**src/rtl/usr_pkg.sv**
```systemverilog
// Constants and types for the endpoint status reporting block
package usr_pkg;

  // Command codes and command groups
  localparam logic [7:0] CMD_IRQ_READ = 8'hf4;
  localparam logic [7:0] CMD_BUF_IRQ_MODE = 8'hec;
  localparam logic [3:0] GRP_SELECT = 4'h0;
  localparam logic [3:0] GRP_LAST_STATUS = 4'h4;
  localparam logic [3:0] GRP_BUF_STATUS = 4'h8;

  // Endpoint index counts per command set
  localparam logic [4:0] DEF_INDEX_COUNT = 5'h06;
  localparam logic [4:0] ENH_INDEX_COUNT = 5'h10;

  // Interrupt byte counts
  localparam logic [2:0] IRQ_BYTES_DEF = 3'h2;
  localparam logic [2:0] IRQ_BYTES_ENH = 3'h4;

  // Bit positions
  localparam int IRQ_BUS_RESET_BIT = 6;
  localparam int IRQ_SUSPEND_BIT = 7;
  localparam int IRQ_DMA_BIT = 0;
  localparam int SEL_FULL_BIT = 0;
  localparam int SEL_STALL_BIT = 1;
  localparam int LTS_PREV_BIT = 7;
  localparam int LTS_SETUP_BIT = 5;
  localparam int BUF_SETUP_BIT = 2;
  localparam int BUF_FULL0_BIT = 5;
  localparam int BUF_FULL1_BIT = 6;
  localparam int BUF_STALL_BIT = 7;

  // Reset values and counts
  localparam logic [7:0] BYTE_RESET = 8'h00;
  localparam logic [1:0] SUSPEND_MISS_COUNT = 2'h3;

  // Transaction error codes
  localparam logic [3:0] ERR_NONE = 4'h0;
  localparam logic [3:0] ERR_PID_ENCODING = 4'h1;
  localparam logic [3:0] ERR_PID_UNKNOWN = 4'h2;
  localparam logic [3:0] ERR_UNEXPECTED_PKT = 4'h3;
  localparam logic [3:0] ERR_TOKEN_CRC = 4'h4;
  localparam logic [3:0] ERR_DATA_CRC = 4'h5;
  localparam logic [3:0] ERR_TIMEOUT = 4'h6;
  localparam logic [3:0] ERR_UNEXPECTED_EOP = 4'h8;
  localparam logic [3:0] ERR_NAKED = 4'h9;
  localparam logic [3:0] ERR_SENT_STALL = 4'ha;
  localparam logic [3:0] ERR_BUF_OVERFLOW = 4'hb;
  localparam logic [3:0] ERR_BIT_STUFF = 4'hd;
  localparam logic [3:0] ERR_WRONG_DATA_PID = 4'hf;

  // Read sequence states
  typedef enum logic [4:0] {
    ST_IDLE = 5'b00001,
    ST_IRQ = 5'b00010,
    ST_SEL = 5'b00100,
    ST_LTS = 5'b01000,
    ST_BUF = 5'b10000
  } usr_state_type;

endpackage : usr_pkg

```
**src/rtl/usr_suspend_detect.sv**
```systemverilog
// Suspend detector counting frames without start-of-frame
`timescale 1ns/1ps
module usr_suspend_detect
  import usr_pkg::*;
(
  // Clock and reset
  input wire logic clk,
  input wire logic rstn,
  input wire logic ce,
  // Frame events
  input wire logic sof_seen,
  input wire logic frame_tick,
  // State
  output logic suspended,
  output logic change
);

  typedef struct packed {
    logic got_sof;
    logic [1:0] miss;
    logic suspended;
    logic change;
  } usr_susp_type;

  usr_susp_type s;
  usr_susp_type next_s;

  // missed frame count
  always_comb
  begin
    next_s = s;
    next_s.change = 1'b0;
    if (sof_seen)
    begin
      next_s.got_sof = 1'b1;
      next_s.miss = 2'h0;
      if (s.suspended)
      begin
        next_s.suspended = 1'b0;
        next_s.change = 1'b1;
      end
    end
    if (frame_tick && !sof_seen)
    begin
      next_s.got_sof = 1'b0;
      if (s.got_sof)
        next_s.miss = 2'h0;
      else if (!s.suspended)
      begin
        if (s.miss == SUSPEND_MISS_COUNT - 2'h1)
        begin
          next_s.suspended = 1'b1;
          next_s.change = 1'b1;
          next_s.miss = 2'h0;
        end
        else
          next_s.miss = s.miss + 2'h1;
      end
    end
  end

  always_ff @(posedge clk or negedge rstn)
  begin
    if (!rstn)
      s <= '0;
    else if (ce)
      s <= next_s;
  end

  assign suspended = s.suspended;
  assign change = s.change;

endmodule : usr_suspend_detect

```
**src/rtl/usr_status_store.sv**
```systemverilog
// Last transaction status store, one entry per endpoint index
`timescale 1ns/1ps
module usr_status_store
  import usr_pkg::*;
#(
  parameter int ENTRIES = 16
)
(
  // Clock and reset
  input wire logic clk,
  input wire logic rstn,
  input wire logic ce,
  // Status write from the engine
  input wire logic wr_en,
  input wire logic [3:0] wr_index,
  input wire logic [6:0] wr_status,
  // Host read
  input wire logic rd_clear,
  input wire logic [3:0] rd_index,
  output logic [7:0] rd_byte,
  output logic [ENTRIES-1:0] setup_bits
);

  typedef struct packed {
    logic [ENTRIES-1:0][6:0] status;
    logic [ENTRIES-1:0] unread;
    logic [ENTRIES-1:0] overwritten;
  } usr_store_type;

  usr_store_type s;
  usr_store_type next_s;
  logic [ENTRIES-1:0] wr_hit;
  logic [ENTRIES-1:0] rd_hit;

  genvar gi;
  generate
    for (gi = 0; gi < ENTRIES; gi++)
    begin : g_entry
      assign wr_hit[gi] = wr_en && (wr_index == 4'(gi));
      assign rd_hit[gi] = rd_clear && (rd_index == 4'(gi));
      assign setup_bits[gi] = s.status[gi][LTS_SETUP_BIT];
    end
  endgenerate

  always_comb
  begin
    next_s = s;
    for (int i = 0; i < ENTRIES; i++)
    begin
      if (rd_hit[i])
      begin
        next_s.unread[i] = 1'b0;
        next_s.overwritten[i] = 1'b0;
      end
      if (wr_hit[i])
      begin
        // error code stored unchanged
        next_s.status[i] = wr_status;
        next_s.unread[i] = 1'b1;
        // unread status overwritten
        next_s.overwritten[i] = (s.unread[i] && !rd_hit[i]) || (s.overwritten[i] && !rd_hit[i]);
      end
    end
  end

  always_ff @(posedge clk or negedge rstn)
  begin
    if (!rstn)
      s <= '0;
    else if (ce)
      s <= next_s;
  end

  // status byte layout
  assign rd_byte = {s.overwritten[rd_index], s.status[rd_index]};

endmodule : usr_status_store

```
**src/rtl/usr_status_top.sv**
```systemverilog
// Command-addressed endpoint status and interrupt reporting
// Contract
// Interrupt read gives up to two bytes default, four enhanced, in order.
// First interrupt byte bits 0-5 are endpoint 0-2 OUT/IN flags, reset zero.
// Endpoint flag stays set until its last transaction status is read.
// Bit 6 of first byte flags bus reset, cleared when read.
// Bit 7 flags suspend entry after three missed frames or resume, read clears.
// Second byte bit 0 flags DMA done, read clears; upper bits reserved.
// Enhanced third byte holds endpoint 3-6 OUT/IN flags.
// Enhanced fourth byte holds endpoint 7 OUT/IN flags; bits 7-2 reserved.
// Select command takes six or sixteen index codes; one status byte readable.
// Select status: bit 0 buffer full, bit 1 stalled, rest reserved.
// Last status command per index returns exactly one byte.
// Status bit 0 success, bits 4-1 four-bit error code.
// Status bit 5 after SETUP, bit 6 data toggle of packet.
// Status bit 7 set when an unread earlier status was overwritten.
// Error codes follow the fixed transaction error encoding.
// Buffer status command per index returns byte with SETUP at bit 2.
// Buffer status bits 5 and 6 show each packet buffer full.
// Buffer status bit 7 shows stall; bits 1-0 and 4-3 reserved.
// Active-low interrupt output asserted while any interrupt flag is set.
// Interrupt read primes buffer resume after two bytes, or four once enabled.
// Short interrupt reads clear only flags in bytes actually transferred.
// A flag set in the cycle it is read stays set.
`timescale 1ns/1ps
module usr_status_top
  import usr_pkg::*;
#(
  parameter int INDEX_COUNT = 16
)
(
  // Clock and reset
  input wire logic REF_CLK,
  input wire logic RSTN,
  input wire logic CE,
  // Command port
  input wire logic CMD_WR,
  input wire logic [7:0] CMD_CODE,
  input wire logic DATA_RD,
  output logic [7:0] DATA_OUT,
  output logic DATA_VALID,
  // Mode
  input wire logic ENHANCED,
  // Transaction engine events
  input wire logic XFER_DONE,
  input wire logic [3:0] XFER_INDEX,
  input wire logic [6:0] XFER_STATUS,
  input wire logic BUS_RESET_SEEN,
  input wire logic SOF_SEEN,
  input wire logic FRAME_TICK,
  input wire logic TRANSFER_END_STROBE,
  // Endpoint buffer state
  input wire logic [INDEX_COUNT-1:0] BUF0_FULL,
  input wire logic [INDEX_COUNT-1:0] BUF1_FULL,
  input wire logic [INDEX_COUNT-1:0] EP_STALLED,
  input wire logic BUF_XFER_OPEN,
  // Status outputs
  output logic INT_N,
  output logic SUSPENDED,
  output logic BUF_RESUME
);

  typedef struct packed {
    usr_state_type state;
    logic [2:0] byte_cnt;
    logic [3:0] index;
    logic [3:0] sel_index;
    logic prime4;
    logic [INDEX_COUNT-1:0] ep_flag;
    logic bus_reset_flag;
    logic suspend_flag;
    logic dma_done_flag;
    logic [7:0] data_out;
    logic data_valid;
    logic int_n;
    logic suspended;
    logic resume;
  } usr_top_type;

  usr_top_type s;
  usr_top_type next_s;

  logic susp_level;
  logic susp_change;
  logic [7:0] lts_byte;
  logic [INDEX_COUNT-1:0] setup_bits;
  logic lts_clear;
  logic [3:0] lts_index;
  logic consume;
  logic [3:0] cmd_index;
  logic cmd_index_ok;
  logic xfer_index_ok;
  logic [4:0] index_count;

  usr_suspend_detect u_suspend (
    .clk(REF_CLK),
    .rstn(RSTN),
    .ce(CE),
    .sof_seen(SOF_SEEN),
    .frame_tick(FRAME_TICK),
    .suspended(susp_level),
    .change(susp_change)
  );

  usr_status_store #(
    .ENTRIES(INDEX_COUNT)
  ) u_store (
    .clk(REF_CLK),
    .rstn(RSTN),
    .ce(CE),
    .wr_en(XFER_DONE && xfer_index_ok),
    .wr_index(XFER_INDEX),
    // status kept as coded
    .wr_status(XFER_STATUS),
    .rd_clear(lts_clear),
    .rd_index(lts_index),
    .rd_byte(lts_byte),
    .setup_bits(setup_bits)
  );

  // index range per mode
  assign index_count = ENHANCED ? ENH_INDEX_COUNT : DEF_INDEX_COUNT;
  assign cmd_index = CMD_CODE[3:0];
  assign cmd_index_ok = {1'b0, cmd_index} < index_count;
  assign xfer_index_ok = {1'b0, XFER_INDEX} < index_count;
  assign consume = DATA_RD && s.data_valid && !CMD_WR;
  // one byte read clears entry
  assign lts_clear = consume && (s.state == ST_LTS);
  assign lts_index = CMD_WR ? cmd_index : s.index;

  // interrupt byte layout
  function automatic logic [7:0] irq_byte(
    input logic [2:0] cnt,
    input logic [INDEX_COUNT-1:0] ep,
    input logic br,
    input logic sp,
    input logic dm
  );
    logic [7:0] b;
    b = BYTE_RESET;
    case (cnt)
      3'h0:
      begin
        b[5:0] = ep[5:0];
        b[IRQ_BUS_RESET_BIT] = br;
        b[IRQ_SUSPEND_BIT] = sp;
      end
      3'h1:
        b[IRQ_DMA_BIT] = dm;
      // endpoints three to six
      3'h2:
        b = ep[13:6];
      // endpoint seven pair
      3'h3:
        b[1:0] = ep[15:14];
      default:
        b = BYTE_RESET;
    endcase
    return b;
  endfunction : irq_byte

  // selection status byte
  function automatic logic [7:0] sel_byte(
    input logic full,
    input logic stall
  );
    logic [7:0] b;
    b = BYTE_RESET;
    b[SEL_FULL_BIT] = full;
    b[SEL_STALL_BIT] = stall;
    return b;
  endfunction : sel_byte

  // buffer status byte
  function automatic logic [7:0] buf_byte(
    input logic setup,
    input logic full0,
    input logic full1,
    input logic stall
  );
    logic [7:0] b;
    b = BYTE_RESET;
    b[BUF_SETUP_BIT] = setup;
    b[BUF_FULL0_BIT] = full0;
    b[BUF_FULL1_BIT] = full1;
    b[BUF_STALL_BIT] = stall;
    return b;
  endfunction : buf_byte

  always_comb
  begin
    logic [INDEX_COUNT-1:0] ep_set;
    logic [INDEX_COUNT-1:0] ep_clr;
    logic clr_br;
    logic clr_sp;
    logic clr_dm;
    logic [2:0] limit;
    logic [2:0] prime;
    logic [2:0] cnt_inc;
    ep_set = '0;
    ep_clr = '0;
    clr_br = 1'b0;
    clr_sp = 1'b0;
    clr_dm = 1'b0;
    limit = ENHANCED ? IRQ_BYTES_ENH : IRQ_BYTES_DEF;
    prime = (s.prime4 && ENHANCED) ? IRQ_BYTES_ENH : IRQ_BYTES_DEF;
    cnt_inc = s.byte_cnt + 3'h1;
    next_s = s;
    if (XFER_DONE && xfer_index_ok)
      ep_set[XFER_INDEX] = 1'b1;
    // clear only the byte handed over
    if (consume && (s.state == ST_IRQ))
    begin
      if (s.byte_cnt == 3'h0)
      begin
        // bus reset clears on read
        clr_br = s.data_out[IRQ_BUS_RESET_BIT];
        // suspend change clears on read
        clr_sp = s.data_out[IRQ_SUSPEND_BIT];
      end
      // DMA done clears on read
      if (s.byte_cnt == 3'h1)
        clr_dm = s.data_out[IRQ_DMA_BIT];
    end
    // endpoint flag cleared by status read
    if (lts_clear)
      ep_clr[s.index] = 1'b1;
    // set wins over clear
    next_s.ep_flag = (s.ep_flag & ~ep_clr) | ep_set;
    next_s.bus_reset_flag = (s.bus_reset_flag && !clr_br) || BUS_RESET_SEEN;
    next_s.suspend_flag = (s.suspend_flag && !clr_sp) || susp_change;
    next_s.dma_done_flag = (s.dma_done_flag && !clr_dm) || TRANSFER_END_STROBE;
    // suspend level follows detector
    next_s.suspended = susp_level;
    // command aborts pending read
    if (CMD_WR)
    begin
      next_s.resume = 1'b0;
      next_s.state = ST_IDLE;
      next_s.data_valid = 1'b0;
      next_s.data_out = BYTE_RESET;
      next_s.byte_cnt = 3'h0;
      if (CMD_CODE == CMD_IRQ_READ)
      begin
        // interrupt read starts at byte one
        next_s.state = ST_IRQ;
        next_s.data_valid = 1'b1;
        next_s.data_out = irq_byte(3'h0, next_s.ep_flag, next_s.bus_reset_flag,
                                   next_s.suspend_flag, next_s.dma_done_flag);
      end
      else if (CMD_CODE == CMD_BUF_IRQ_MODE)
      begin
        // enable four byte prime
        if (ENHANCED)
          next_s.prime4 = 1'b1;
      end
      else if (cmd_index_ok && (CMD_CODE[7:4] == GRP_SELECT))
      begin
        // select endpoint index
        next_s.sel_index = cmd_index;
        next_s.state = ST_SEL;
        next_s.data_valid = 1'b1;
        next_s.data_out = sel_byte(BUF0_FULL[cmd_index] || BUF1_FULL[cmd_index],
                                   EP_STALLED[cmd_index]);
      end
      else if (cmd_index_ok && (CMD_CODE[7:4] == GRP_LAST_STATUS))
      begin
        // last status byte loaded
        next_s.index = cmd_index;
        next_s.state = ST_LTS;
        next_s.data_valid = 1'b1;
        next_s.data_out = lts_byte;
      end
      else if (cmd_index_ok && (CMD_CODE[7:4] == GRP_BUF_STATUS))
      begin
        // buffer status byte loaded
        next_s.index = cmd_index;
        next_s.state = ST_BUF;
        next_s.data_valid = 1'b1;
        next_s.data_out = buf_byte(setup_bits[cmd_index], BUF0_FULL[cmd_index],
                                   BUF1_FULL[cmd_index], EP_STALLED[cmd_index]);
      end
    end
    else if (consume)
    begin
      case (s.state)
        ST_IRQ:
        begin
          next_s.byte_cnt = cnt_inc;
          // prime buffer resume
          if ((cnt_inc == prime) && BUF_XFER_OPEN)
            next_s.resume = 1'b1;
          // bytes in order up to limit
          if (cnt_inc >= limit)
          begin
            next_s.state = ST_IDLE;
            next_s.data_valid = 1'b0;
            next_s.data_out = BYTE_RESET;
          end
          else
            next_s.data_out = irq_byte(cnt_inc, next_s.ep_flag, next_s.bus_reset_flag,
                                       next_s.suspend_flag, next_s.dma_done_flag);
        end
        ST_SEL, ST_LTS, ST_BUF:
        begin
          next_s.state = ST_IDLE;
          next_s.data_valid = 1'b0;
          next_s.data_out = BYTE_RESET;
        end
        default:
        begin
          next_s.state = ST_IDLE;
          next_s.data_valid = 1'b0;
          next_s.data_out = BYTE_RESET;
        end
      endcase
    end
    // interrupt output follows flags
    next_s.int_n = !((|next_s.ep_flag) || next_s.bus_reset_flag ||
                     next_s.suspend_flag || next_s.dma_done_flag);
  end

  always_ff @(posedge REF_CLK or negedge RSTN)
  begin
    if (!RSTN)
    begin
      // flags and outputs reset
      s <= '0;
      s.state <= ST_IDLE;
      // pin idle high in reset
      s.int_n <= 1'b1;
    end
    else if (CE)
      s <= next_s;
  end

  assign DATA_OUT = s.data_out;
  assign DATA_VALID = s.data_valid;
  assign INT_N = s.int_n;
  assign SUSPENDED = s.suspended;
  assign BUF_RESUME = s.resume;

endmodule : usr_status_top

```
**config.mk**
```make
export PLATFORM = sky130hd
export DESIGN_NAME = usr_status_top
export DESIGN_NICKNAME = d
export VERILOG_FILES = /design/src/rtl/usr_pkg.sv /design/src/rtl/usr_suspend_detect.sv /design/src/rtl/usr_status_store.sv /design/src/rtl/usr_status_top.sv
export SDC_FILE = /design/constraint.sdc
export NUM_CORES = 1
export LEC_CHECK = 0
export BUFFER_PORTS_ARGS = -buffer_cell sky130_fd_sc_hd__buf_2
export CAP_MARGIN = 0
export CELL_PAD_IN_SITES_DETAIL_PLACEMENT = 1
export CELL_PAD_IN_SITES_GLOBAL_PLACEMENT = 1
export CORE_MARGIN = 1
export CORE_UTILIZATION = 40
export DETAILED_ROUTE_END_ITERATION = 6
export MAX_ROUTING_LAYER = met4
export PLACE_DENSITY = 0.75
export RECOVER_POWER = 100
export SLEW_MARGIN = 20
export SYNTH_ARGS = -nofsm -noshare
export SYNTH_HDL_FRONTEND = slang
export SYNTH_SLANG_ARGS = --single-unit
```
**constraint.sdc**
```tcl
create_clock -name REF_CLK -period 3 [get_ports REF_CLK]
set_input_delay 0.15 -clock REF_CLK [delete_from_list [all_inputs] [get_ports REF_CLK]]
set_output_delay 0.15 -clock REF_CLK [all_outputs]
set_load 0.02 [all_outputs]
```
==> metrics.md, run 1 <==
| Metric | Value |
|---|---|
| F_max | 362 MHz |
| Cell Area, Synth | 10100 um2 |
| Sequential share of the synthesized area | 47.8% |
| Synth warn | 0 |
| Vias | 7608 |
| Clock Path Buffers | 2 |
| Filler cells | 2670 |
| CP startpoint kind | register |
| Die X | 161 um |
| VDD IR max | 0.298 mV |
| Pin slew with the least headroom to its limit | 1.97 ns |
| Routability cong. | 0.911 |
| # DRC | 0 |
| Worst reg2reg startpoint | s[40] |
| Initial Util | 41.2% |
| Launch point of the worst path | s[40] |
| CTS tree | done |
| CTS buffer count | 17 |
| Hold WC Path Type | in2reg |
| CP Max Fanout | 9 |
| Crit path largest cell delay | 0.52 ns |
| Hold Fails Final Rpt | 0 |
| Worst Reg2Reg Path Length in Cells | 9 |
| Die Height | 161 um |
| Synth Instances | 851 |
| Syn_nets | 940 |
| Number of global-route vias before repair | 8271 |
| Async S/R FF share, synth | 100% |
| Post-route antenna net violation count | 0 |
| Initial antenna violation count | 0 |
| Failing checks | capacitance limit, slew limit |
| H-tree Lvls | 4 |
| Pre-antenna DRT Iters | 5 |
| # Post-CTS Setup Buffers | 0 |
| Top cell family by delay on the critical path | compound AO/OA/AOI/OAI gates |
| Share of layout cells above drive strength 1 | 32.1% |
| Worst path cell trace | inv_1, ha_1, inv_1, ha_1, a21bo_2, a2111oi_4, nand3_1, o211ai_1, o32a_1 |
| Drt total wl | 29900 um |
| Post-layout total power | 6.92 mW |
| Power per cell area | 600 nW/um2 |
| Critical Path Slowest Stage Cell | dfrtp_1 |
| Core area | 24500 um2 |
| Diodes inserted | 0 |
| Slew Limit Headroom | -31.2% |
| Max Slew Vio Count | 107 |
| Unique masters post-synth | 61 |
| Status | finished with violations |
| First-pass GRT wire length | 48000 um |
| Synthesis-to-layout area growth | 14.2% |
| Avg Cell Area, Syn | 11.9 um2 |
| CP Buf/Inv Count | 2 |
| Via density | 5.95 |
| Most frequent cell after synthesis | dfrtp_1 |
| DIE AREA | 25900 um2 |
| Final HPWL DP | 21200 um |
| Setup tns final | 0 ns |
| Top FF cell, synth | dfrtp_1 |
| Number of synthesized flops with an enable pin | 0 |
| Crit path depth | 9 |
| Main area contributors after synthesis | dfrtp_1 (47%), mux2_2 (13%), mux4_2 (11%) |
| # clock sinks | 193 |
| Seq cells post-synth | 193 |
| Post-synth top cells | dfrtp_1 (191), mux2_2 (121), nand2_1 (77) |
| Remaining global-route overflow | 0 |
| Multi-input combinational cell area | 4970 um2 |
| Fin crit period | 2.76 ns |
| Critical path type | reg2reg |
| Sequential Area | 4830 um2 |
| Nature of the critical path endpoint | register |
| Clock Pin Slew Worst Setup and Hold Paths | 0.08 ns |
| # nets final | 1030 |
| Post-Place Cell Area | 11000 um2 |
| Rows | 57 |
| RSZ-0062 raised after global routing | no |
| DRT iter0 DRCs | 630 |
| Leakage | 5.11 nW |
| Io pins | 91 |
| Cell taking the most area after synthesis | dfrtp_1 |
| Root Buffer | clkbuf_16 |
| # setup viols final | 0 |
| Top cell type's share of synthesized area | 47.3% |
| Largest net degree at the start of global routing | 78 |
| Crit path arrival time | 3.13 ns |
| Hold_sp | FRAME_TICK |
| Clock Latency Late Sink | 0.45 ns |
| Gr usage total | 25.1% |
| Period utilization | 92.1% |
| Max_cap viols | 2 |
| WP data required | 3.37 ns |
| Routed len/inst | 23.4 um |
| Final instance area | 11500 um2 |
| Port bufs | 90 |
| Hold Path Stages | 4 |
| Clk_skew | 0.0186 ns |
## metal layers
layer	share of wire, %	wire length [um]	track usage, %	up-vias
li1	-	-	-	3380
met1	44	13100	32.2	4000
met2	50	14800	41.1	186
met3	4.6	1380	4.75	42
met4	1.9	562	5.83	0
met5	0	0	-	-
## flip-flops by register name (all words and copies together) (netlist names)
| signal | flops |
|---|---|
| u_store.setup_bits | 16 |
| u_store.s | 128 |
| INT_N | 1 |
| BUF_RESUME | 1 |
| u_suspend.suspended | 1 |
| SUSPENDED | 1 |
| u_suspend.change | 1 |
| u_suspend.s | 3 |
| DATA_OUT | 8 |
| DATA_VALID | 1 |
| s | 32 |
## timing repair
item	in CTS	in global routing
endpoints found under the hold margin	75	0
setup endpoints to repair	0	6
hold buffers	2	0
gates resized for setup	0	1
## path summary, 6_finish.rpt
kind	endpoint	slack [ns]
max	DATA_OUT[5]	0.24
min reg2reg	s[31]	0.48
min	u_suspend.s[4]	0.02
max in group asynchronous	s[23]	0.55
min in group asynchronous	u_store.s[35]	0.78
max reg2reg	DATA_OUT[5]	0.24
## cell families (layout without fill, tap and decap cells)
family	Yosys count	in the layout	synth area share (%)
AND/OR/NAND/NOR	230	230	11.2
XOR/XNOR	2	2	0.173
flip-flops	193	193	47.8
multiplexers	176	176	24.9
AO/OA/AOI/OAI	171	171	11.5
buffers and inverters	69	172	3.13
adder cells (fa/ha/maj)	10	10	1.24
## layout make-up
cell class | count | share of cell area [%]
clock buffer | 17 | 3.69
clock inverter | 15 | 1.45
inverter | 11 | 0.358
multi-input combinational | 589 | 43.1
sequential | 193 | 41.9
tap | 324 | 3.51
timing repair buffer | 129 | 6.06
## where the power goes
group          switching, mW  leakage (nW)  internal [mW]  total (mW)
sequential             0.263          2.48           2.99        3.26
combinational          0.708          2.34          0.698        1.41
clock                   1.14         0.288           1.12        2.26
## placed cells by master, fill, tap and decap left out, drive strengths merged, types with 15 or more instances in the layout
cell	count
dfrtp	191
a22oi	15
o21ai	29
nand2	77
a21oi	37
buf	93
mux4	48
clkbuf	51
nor2	42
nand3	37
mux2	121
inv	17
## metrics by stage
step	instances	hold slack, ns	utilization, %	worst slack (ns)
2_1_floorplan	851	-0.146	-	0.332
3_3_place_gp	1244	0.222	44.9	0.263
3_5_place_dp	1244	0.223	44.9	0.158
4_1_cts	1278	0.0161	47.4	0.117
5_1_grt	1278	0.0433	47.0	0.0109
6_report	1278	0.0182	47.0	0.238
## tightest hold or removal path: stages
cell	delay (ns)
buf_2	0.10
nand2_1	0.07
nand2_1	0.07
nand2_1	0.05
Note: power is estimated with default switching activity, not from simulation.
==> inputs of run 2 (changes only) <==
--- a/config.mk
+++ b/config.mk
@@ -10,10 +10,10 @@
 export CELL_PAD_IN_SITES_DETAIL_PLACEMENT = 1
 export CELL_PAD_IN_SITES_GLOBAL_PLACEMENT = 1
 export CORE_MARGIN = 1
-export CORE_UTILIZATION = 40
+export CORE_UTILIZATION = 49
 export DETAILED_ROUTE_END_ITERATION = 6
 export MAX_ROUTING_LAYER = met4
-export PLACE_DENSITY = 0.75
+export PLACE_DENSITY = 0.88
 export RECOVER_POWER = 100
 export SLEW_MARGIN = 20
 export SYNTH_ARGS = -nofsm -noshare
==> run 2 against run 1 <==
  * Critical path depth down 2
  * Largest power group unchanged
  * Critical endpoint is now DATA_OUT[0]
  * Clock skew down 0.0059 ns
  * Power up 2.6%
  * Largest cell class unchanged
  * Design area down 0.33%
  * Global-route usage up 7.3 points
  * Register-to-register slack worse by 0.07 ns
  * Fmax down 2.5%
  * Core utilization up 9.8 points
  * Highest routed layer unchanged
  * The flow still finishes with violations (capacitance limit, slew limit)
  * Hold slack worse by 0.0053 ns
==> metrics.md, run 2 (synthesis gave the netlist of run 1 again) <==
| Metric | Value |
|---|---|
| Setup tns final | 0 ns (unchanged) |
| Final HPWL DP | 22400 um (was 21200 um) |
| Placed Instances | 1195 (was 1244) |
| Clock Latency Late Sink | 0.44 ns (was 0.45 ns) |
| Leakage | 5.13 nW (was 5.11 nW) |
| WP data required | 3.38 ns (was 3.37 ns) |
| Power per cell area | 617 nW/um2 (was 600 nW/um2) |
| Rows | 52 (was 57) |
| DRT iter0 DRCs | 574 (was 630) |
| Max_cap viols | 1 (was 2) |
| Number of flip-flops in the largest register | 128 (unchanged) |
| Most common cell after layout, fill and taps aside | dfrtp_1 (unchanged) |
| Io pins | 91 (unchanged) |
| Failing checks | capacitance limit, slew limit (unchanged) |
| Die X | 146 um (was 161 um) |
| Final instance area | 11500 um2 (about the same) |
| Hold slack | 0.0129 ns (was 0.0182 ns) |
| Filler cells | 2132 (was 2670) |
| Post-route antenna net violation count | 0 (unchanged) |
| Clk_skew | 0.0127 ns (was 0.0186 ns) |
| Nature of the critical path endpoint | register (unchanged) |
| Slew Limit Headroom | -23.2% (was -31.2%) |
| CTS tree | done (unchanged) |
| Hold Fails Final Rpt | 0 (unchanged) |
| Vias | 7956 (was 7608) |
| DIE AREA | 21200 um2 (was 25900 um2) |
| Hold WC Path Type | in2reg (unchanged) |
| F_max | 353 MHz (was 362 MHz) |
| Routed len/inst | 25.8 um (was 23.4 um) |
| Fin crit period | 2.83 ns (was 2.76 ns) |
| Via density | 6.47 (was 5.95) |
| Share of layout cells above drive strength 1 | 31.5% (was 32.1%) |
| # Post-CTS Setup Buffers | 0 (unchanged) |
| # setup viols final | 0 (unchanged) |
| Clock Path Buffers | 2 (unchanged) |
| Initial antenna violation count | 0 (unchanged) |
| Remaining global-route overflow | 0 (unchanged) |
| Crit path arrival time | 3.21 ns (was 3.13 ns) |
| Final core utilization | 56.9% (was 47.0%) |
| Worst R2R Setup Slack | 0.17 ns (was 0.24 ns) |
| CTS buffer count | 17 (unchanged) |
| Non-Filler Instances | 1229 (was 1278) |
| Post-Place Cell Area | 11000 um2 (about the same) |
| Initial Util | 49.9% (was 41.2%) |
| VDD IR max | 0.510 mV (was 0.298 mV) |
| CP Max Fanout | 14 (was 9) |
| Routability cong. | 0.909 (was 0.911) |
| # DRC | 0 (unchanged) |
| Core area | 20200 um2 (was 24500 um2) |
| First-pass GRT wire length | 50100 um (was 48000 um) |
| # nets final | 1035 (was 1030) |
| Post-layout total power | 7.10 mW (was 6.92 mW) |
| Largest net degree at the start of global routing | 69 (was 78) |
| Largest reg by FF count | u_store.s (unchanged) |
| Most frequent cells in the layout | dfrtp_1 (191), mux2_2 (111), nand2_1 (77), buf_2 (76), mux4_2 (48) (was dfrtp_1 (191), mux2_2 (117), nand2_1 (77), buf_2 (75), mux4_2 (48)) |
| Drt total wl | 31700 um (was 29900 um) |
| Root Buffer | clkbuf_16 (unchanged) |
| Critical path type | reg2reg (unchanged) |
| Setup ws final | 0.168 ns (was 0.238 ns) |
| Diodes inserted | 0 (unchanged) |
| Port bufs | 90 (unchanged) |
| H-tree Lvls | 4 (unchanged) |
| Pre-CTS setup slack | 0.0863 ns (was 0.158 ns) |
| Gr usage total | 32.4% (was 25.1%) |
| Clock Pin Slew Worst Setup and Hold Paths | 0.07 ns (was 0.08 ns) |
| RSZ-0062 raised after global routing | no (unchanged) |
| Status | finished with violations (unchanged) |
| Pin slew with the least headroom to its limit | 1.85 ns (was 1.97 ns) |
| # clock sinks | 193 (unchanged) |
| Synthesis-to-layout area growth | 13.9% (was 14.2%) |
| Period utilization | 94.4% (was 92.1%) |
| Number of global-route vias before repair | 8637 (was 8271) |
| Max Slew Vio Count | 68 (was 107) |
| Pre-antenna DRT Iters | 5 (unchanged) |
| Die Height | 146 um (was 161 um) |
| CP startpoint kind | register (unchanged) |
[run 2: changes by cell type in the layout (fill, tap and decap cells not counted), sizes merged]
cell,delta
clkbuf,+5
clkinv,-5
inv,+3
buf,+2
bufinv,+1
clkinvlp,-1
[run 2: metal layers]
metal	wire (um)	vias up	GRT usage (%)	share of wire, %
met2	16100	326	53.6	51
met5	0	-	-	0
met3	1730	83	4.92	5.4
met4	1160	0	13.7	3.7
li1	-	3382	-	-
met1	12700	4165	39.8	40
[run 2: cell type report]
| class | instances | area [um2] | area share (%) |
|---|---|---|---|
| clock buffers | 19 | 443 | 3.85 |
| flip-flops and latches | 193 | 4830 | 42.0 |
| clock inverters | 13 | 160 | 1.39 |
| well taps | 270 | 338 | 2.94 |
| multi-input cells | 589 | 4980 | 43.3 |
| repair buffers | 134 | 712 | 6.19 |
| inverters | 11 | 41.3 | 0.359 |
[run 2: timing repair]
action	in CTS	in global routing
endpoints found under the setup margin	0	5
gates resized for setup	0	1
hold buffers	2	0
endpoints found under the hold margin	65	0
[run 2: critical path, cell delays in order (launching register included)]
cell and delay [ns]:
dfrtp_1 0.43, nand2b_1 0.12, a21boi_4 0.58, clkbuf_2 0.40
mux2i_1 0.39, o22ai_1 0.20, o31ai_1 0.42, o32a_1 0.23
[run 2: final timing paths]
path	from	to	cells past startpoint
worst max-delay path	s[37]	DATA_OUT[0]	7
worst min-delay path	FRAME_TICK	u_suspend.s[4]	4
worst max register to register	s[37]	DATA_OUT[0]	7
worst min register to register	s[31]	s[31]	1
max in group asynchronous	RSTN	u_store.s[73]	3
min in group asynchronous	RSTN	s[41]	2
[run 2: power by group]
part	leakage, nW	switching (mW)	internal [mW]
clock network	0.297	1.14	1.22
logic	2.35	0.772	0.707
registers	2.48	0.271	2.99
==> inputs of run 3 (changes only) <==
--- a/config.mk
+++ b/config.mk
@@ -9,13 +9,13 @@
 export CAP_MARGIN = 0
 export CELL_PAD_IN_SITES_DETAIL_PLACEMENT = 1
 export CELL_PAD_IN_SITES_GLOBAL_PLACEMENT = 1
-export CORE_MARGIN = 1
 export CORE_UTILIZATION = 49
 export DETAILED_ROUTE_END_ITERATION = 6
 export MAX_ROUTING_LAYER = met4
-export PLACE_DENSITY = 0.88
+export PLACE_DENSITY = 0.87
 export RECOVER_POWER = 100
 export SLEW_MARGIN = 20
 export SYNTH_ARGS = -nofsm -noshare
 export SYNTH_HDL_FRONTEND = slang
+export SYNTH_HIERARCHICAL = 1
 export SYNTH_SLANG_ARGS = --single-unit
==> run 3 against run 2 <==
  * The run still ends with capacitance limit, slew limit left
  * Combinational power grew 15%
  * Register-to-register slack worse by 0.07 ns
  * Clock power decreased by 3%
  * Sequential share of layout area is 0.082 points higher
  * Highest routed layer unchanged
==> metrics.md, run 3 <==
| Metric | Value |
|---|---|
| Status | finished with violations (unchanged) |
| Failing checks | capacitance limit, slew limit (unchanged) |
| Slew Limit Headroom | -40.1% (was -23.2%) |
| Main combinational cell family by area after synthesis | multiplexers (unchanged) |
| Hold WC Path Type | in2reg (unchanged) |
| Seq cells post-synth | 193 (unchanged) |
| Number of synthesized flops with an enable pin | 0 (unchanged) |
| Die X | 147 um (was 146 um) |
| GRT met3 Usage | 4.91% (was 4.92%) |
| Cell Area, Synth | 10400 um2 (was 10100 um2) |
| Largest reg by FF count | u_store/s (was u_store.s) |
| Filler cells | 2095 (was 2132) |
| Top FF cell, synth | dfrtp_1 (unchanged) |
| Avg Cell Area, Syn | 12.7 um2 (was 11.9 um2) |
| Setup tns final | 0 ns (unchanged) |
| Unique masters post-synth | 74 (was 61) |
| Fin crit period | 2.90 ns (was 2.83 ns) |
| Clock Path Buffers | 2 (unchanged) |
| Post-synth top cells | dfrtp_1 (191), mux2_2 (137), nand2_1 (55) (was dfrtp_1 (191), mux2_2 (121), nand2_1 (77)) |
| WP data required | 3.32 ns (was 3.38 ns) |
| Number of global-route vias before repair | 8398 (was 8637) |
| Main area contributors after synthesis | dfrtp_1 (46%), mux2_2 (15%), mux4_2 (11%) (was dfrtp_1 (47%), mux2_2 (13%), mux4_2 (11%)) |
| Rows | 52 (unchanged) |
| Gr usage total | 31.1% (was 32.4%) |
| CTS tree | done (unchanged) |
| Post-route antenna net violation count | 0 (unchanged) |
| Most common cell after layout, fill and taps aside | dfrtp_1 (unchanged) |
| CTS resizes | 0 (unchanged) |
| Pin slew with the least headroom to its limit | 2.10 ns (was 1.85 ns) |
| Drt total wl | 31100 um (was 31700 um) |
| Crit path arrival time | 3.22 ns (was 3.21 ns) |
| Routed len/inst | 26.6 um (was 25.8 um) |
| Hold Fails Final Rpt | 0 (unchanged) |
| Clock Latency Late Sink | 0.45 ns (was 0.44 ns) |
| CTS buffer count | 17 (unchanged) |
| Largest net degree at the start of global routing | 79 (was 69) |
| Port bufs | 90 (unchanged) |
| Period utilization | 96.8% (was 94.4%) |
| # clock sinks | 193 (unchanged) |
| Core area | 20500 um2 (was 20200 um2) |
| Synth Area in Adders | 1.21% (was 1.24%) |
| Pre-antenna DRT Iters | 5 (unchanged) |
| Met2 Track Usage GR | 53.3% (was 53.6%) |
| Top cell type's share of synthesized area | 46.1% (was 47.3%) |
| Vias | 7670 (was 7956) |
| DIE AREA | 21700 um2 (was 21200 um2) |
| Initial antenna violation count | 1 (was 0) |
| H-tree Lvls | 4 (unchanged) |
| RSZ-0062 raised after global routing | no (unchanged) |
| Final core utilization | 56.0% (was 56.9%) |
| Post-synthesis mux area share | 26.3% (was 24.9%) |
| # setup viols final | 0 (unchanged) |
| Share of layout cells above drive strength 1 | 37.6% (was 31.5%) |
| # nets final | 977 (was 1035) |
| Synthesis-to-layout area growth | 10.7% (was 13.9%) |
| Synth Instances | 814 (was 851) |
| Max_cap viols | 1 (unchanged) |
| Cell taking the most area after synthesis | dfrtp_1 (unchanged) |
| Nature of the critical path endpoint | register (unchanged) |
| Io pins | 91 (unchanged) |
| Root Buffer | clkbuf_16 (unchanged) |
| Clk_skew | 0.0144 ns (was 0.0127 ns) |
| CP startpoint kind | register (unchanged) |
| Leakage | 5.10 nW (was 5.13 nW) |
| Most frequent cell after synthesis | dfrtp_1 (unchanged) |
| # DRC | 0 (unchanged) |
| Remaining global-route overflow | 0 (unchanged) |
| Initial Util | 50.6% (was 49.9%) |
| Via density | 6.54 (was 6.47) |
| Critical path type | reg2reg (unchanged) |
| Syn_nets | 903 (was 940) |
| Routability cong. | 0.902 (was 0.909) |
| Simple-gate share of the synthesized area | 9.80% (was 11.2%) |
| Met1 Use GR | 36.9% (was 39.8%) |
| Synth warn | 6 (was 0) |
| Final HPWL DP | 21400 um (was 22400 um) |
| Sequential Area | 4830 um2 (unchanged) |
| Multi-input combinational cell area | 4990 um2 (was 4980 um2) |
| Max Slew Vio Count | 78 (was 68) |
| Die Height | 147 um (was 146 um) |
| VDD IR max | 0.412 mV (was 0.510 mV) |
| Post-synthesis compound-gate area fraction | 11.6% (was 11.5%) |
| Async S/R FF share, synth | 100% (unchanged) |
| Number of flip-flops in the largest register | 128 (unchanged) |
| First-pass GRT wire length | 49200 um (was 50100 um) |
| Sequential share of the synthesized area | 46.6% (was 47.8%) |
| Power per cell area | 641 nW/um2 (was 617 nW/um2) |
| Most frequent cells in the layout | dfrtp_1 (191), mux2_2 (130), buf_2 (75), nand2_1 (57), mux4_2 (50) (was dfrtp_1 (191), mux2_2 (111), nand2_1 (77), buf_2 (76), mux4_2 (48)) |
| GR peak layer | met2 (unchanged) |
| DRT iter0 DRCs | 527 (was 574) |
| Post-synthesis xor/xnor area fraction | 0.169% (was 0.173%) |
| F_max | 344 MHz (was 353 MHz) |
| Clock Pin Slew Worst Setup and Hold Paths | 0.07 ns (about the same) |
| CP Max Fanout | 20 (was 14) |
==> run 3: changes by cell type after synthesis, moves of 6 or more <==
cell     change
nand2_1     -22
nor2_1      -26
a21oi_1     -19
a22o_1       +8
mux2_2      +16
a22oi_1      +8
or4_1        -6
nand3_1     -25
nor2_2       +9
o41ai_1     +14
o22ai_1      -9
buf_4       +14
==> run 3: final cells by class <==
| type | instances | share of cell area, % |
|---|---|---|
| diodes | 1 | 0.0218 |
| clock buffers | 18 | 3.74 |
| clock inverters | 14 | 1.36 |
| inverters | 10 | 0.327 |
| multi-input cells | 539 | 43.5 |
| flip-flops and latches | 193 | 42.1 |
| well taps | 270 | 2.94 |
| repair buffers | 127 | 6.05 |
==> run 3: cells by family after synthesis <==
kind of cell	Yosys count
buf+inv	82
simple gates	168
compound gates	166
fa+ha+maj	10
xor+xnor	2
flops	193
mux	193
==> run 3: worst max-delay path, cell delays in order, from the launching register on <==
cell and delay [ns]:
dfrtp_1 0.41, or4_4 0.67, nor2_1 0.34, nor3b_1 0.53, clkbuf_1 0.31, nand3_1 0.16
a32o_1 0.34
==> run 3: path summary, 6_finish.rpt <==
| path | from | to | slack (ns) | depth (start not counted) |
|---|---|---|---|---|
| min in group asynchronous | RSTN | u_suspend/s[3] | 0.82 | 2 |
| worst min register to register | u_store/s[23] | u_store/s[23] | 0.48 | 1 |
| worst min-delay path | SOF_SEEN | u_suspend/change | 0.004 | 2 |
| max in group asynchronous | RSTN | u_store/s[73] | 0.57 | 3 |
| worst max-delay path | s[47] | u_store/s[0] | 0.1 | 6 |
| worst max register to register | s[47] | u_store/s[0] | 0.1 | 6 |
==> run 3: per-stage QoR <==
step | hold slack (ns) | std cells | setup WS [ns] | instance area (um2) | power (mW)
after global routing | -0.00148 | 1172 | 0.0415 | 11500 | 7.62
after detailed placement | 0.211 | 1137 | 0.325 | 11100 | 5.07
after floorplan | -0.146 | 814 | 0.141 | 10400 | 4.48
after global placement | 0.207 | 1137 | 0.348 | 11100 | 4.93
final | 0.00380 | 1172 | 0.0959 | 11500 | 7.36
after CTS | 0.00256 | 1171 | 0.257 | 11700 | 7.38
==> run 3: report_power, final <==
part | switching (mW) | internal (mW) | total [mW]
logic | 0.882 | 0.817 | 1.70
clock network | 1.17 | 1.12 | 2.29
registers | 0.314 | 3.05 | 3.37
==> run 3: layer usage <==
layer / vias to the layer above / wire length [um]
li1: 3248 / -
met1: 4027 / 12200
met2: 322 / 16400
met3: 73 / 1550
met4: 0 / 978
met5: - / 0
==> run 3: what timing repair did <==
item / 4_1_cts / 5_1_grt
hold buffers: 2 / 0
endpoints found under the hold margin: 75 / 0
setup buffers: 0 / 0
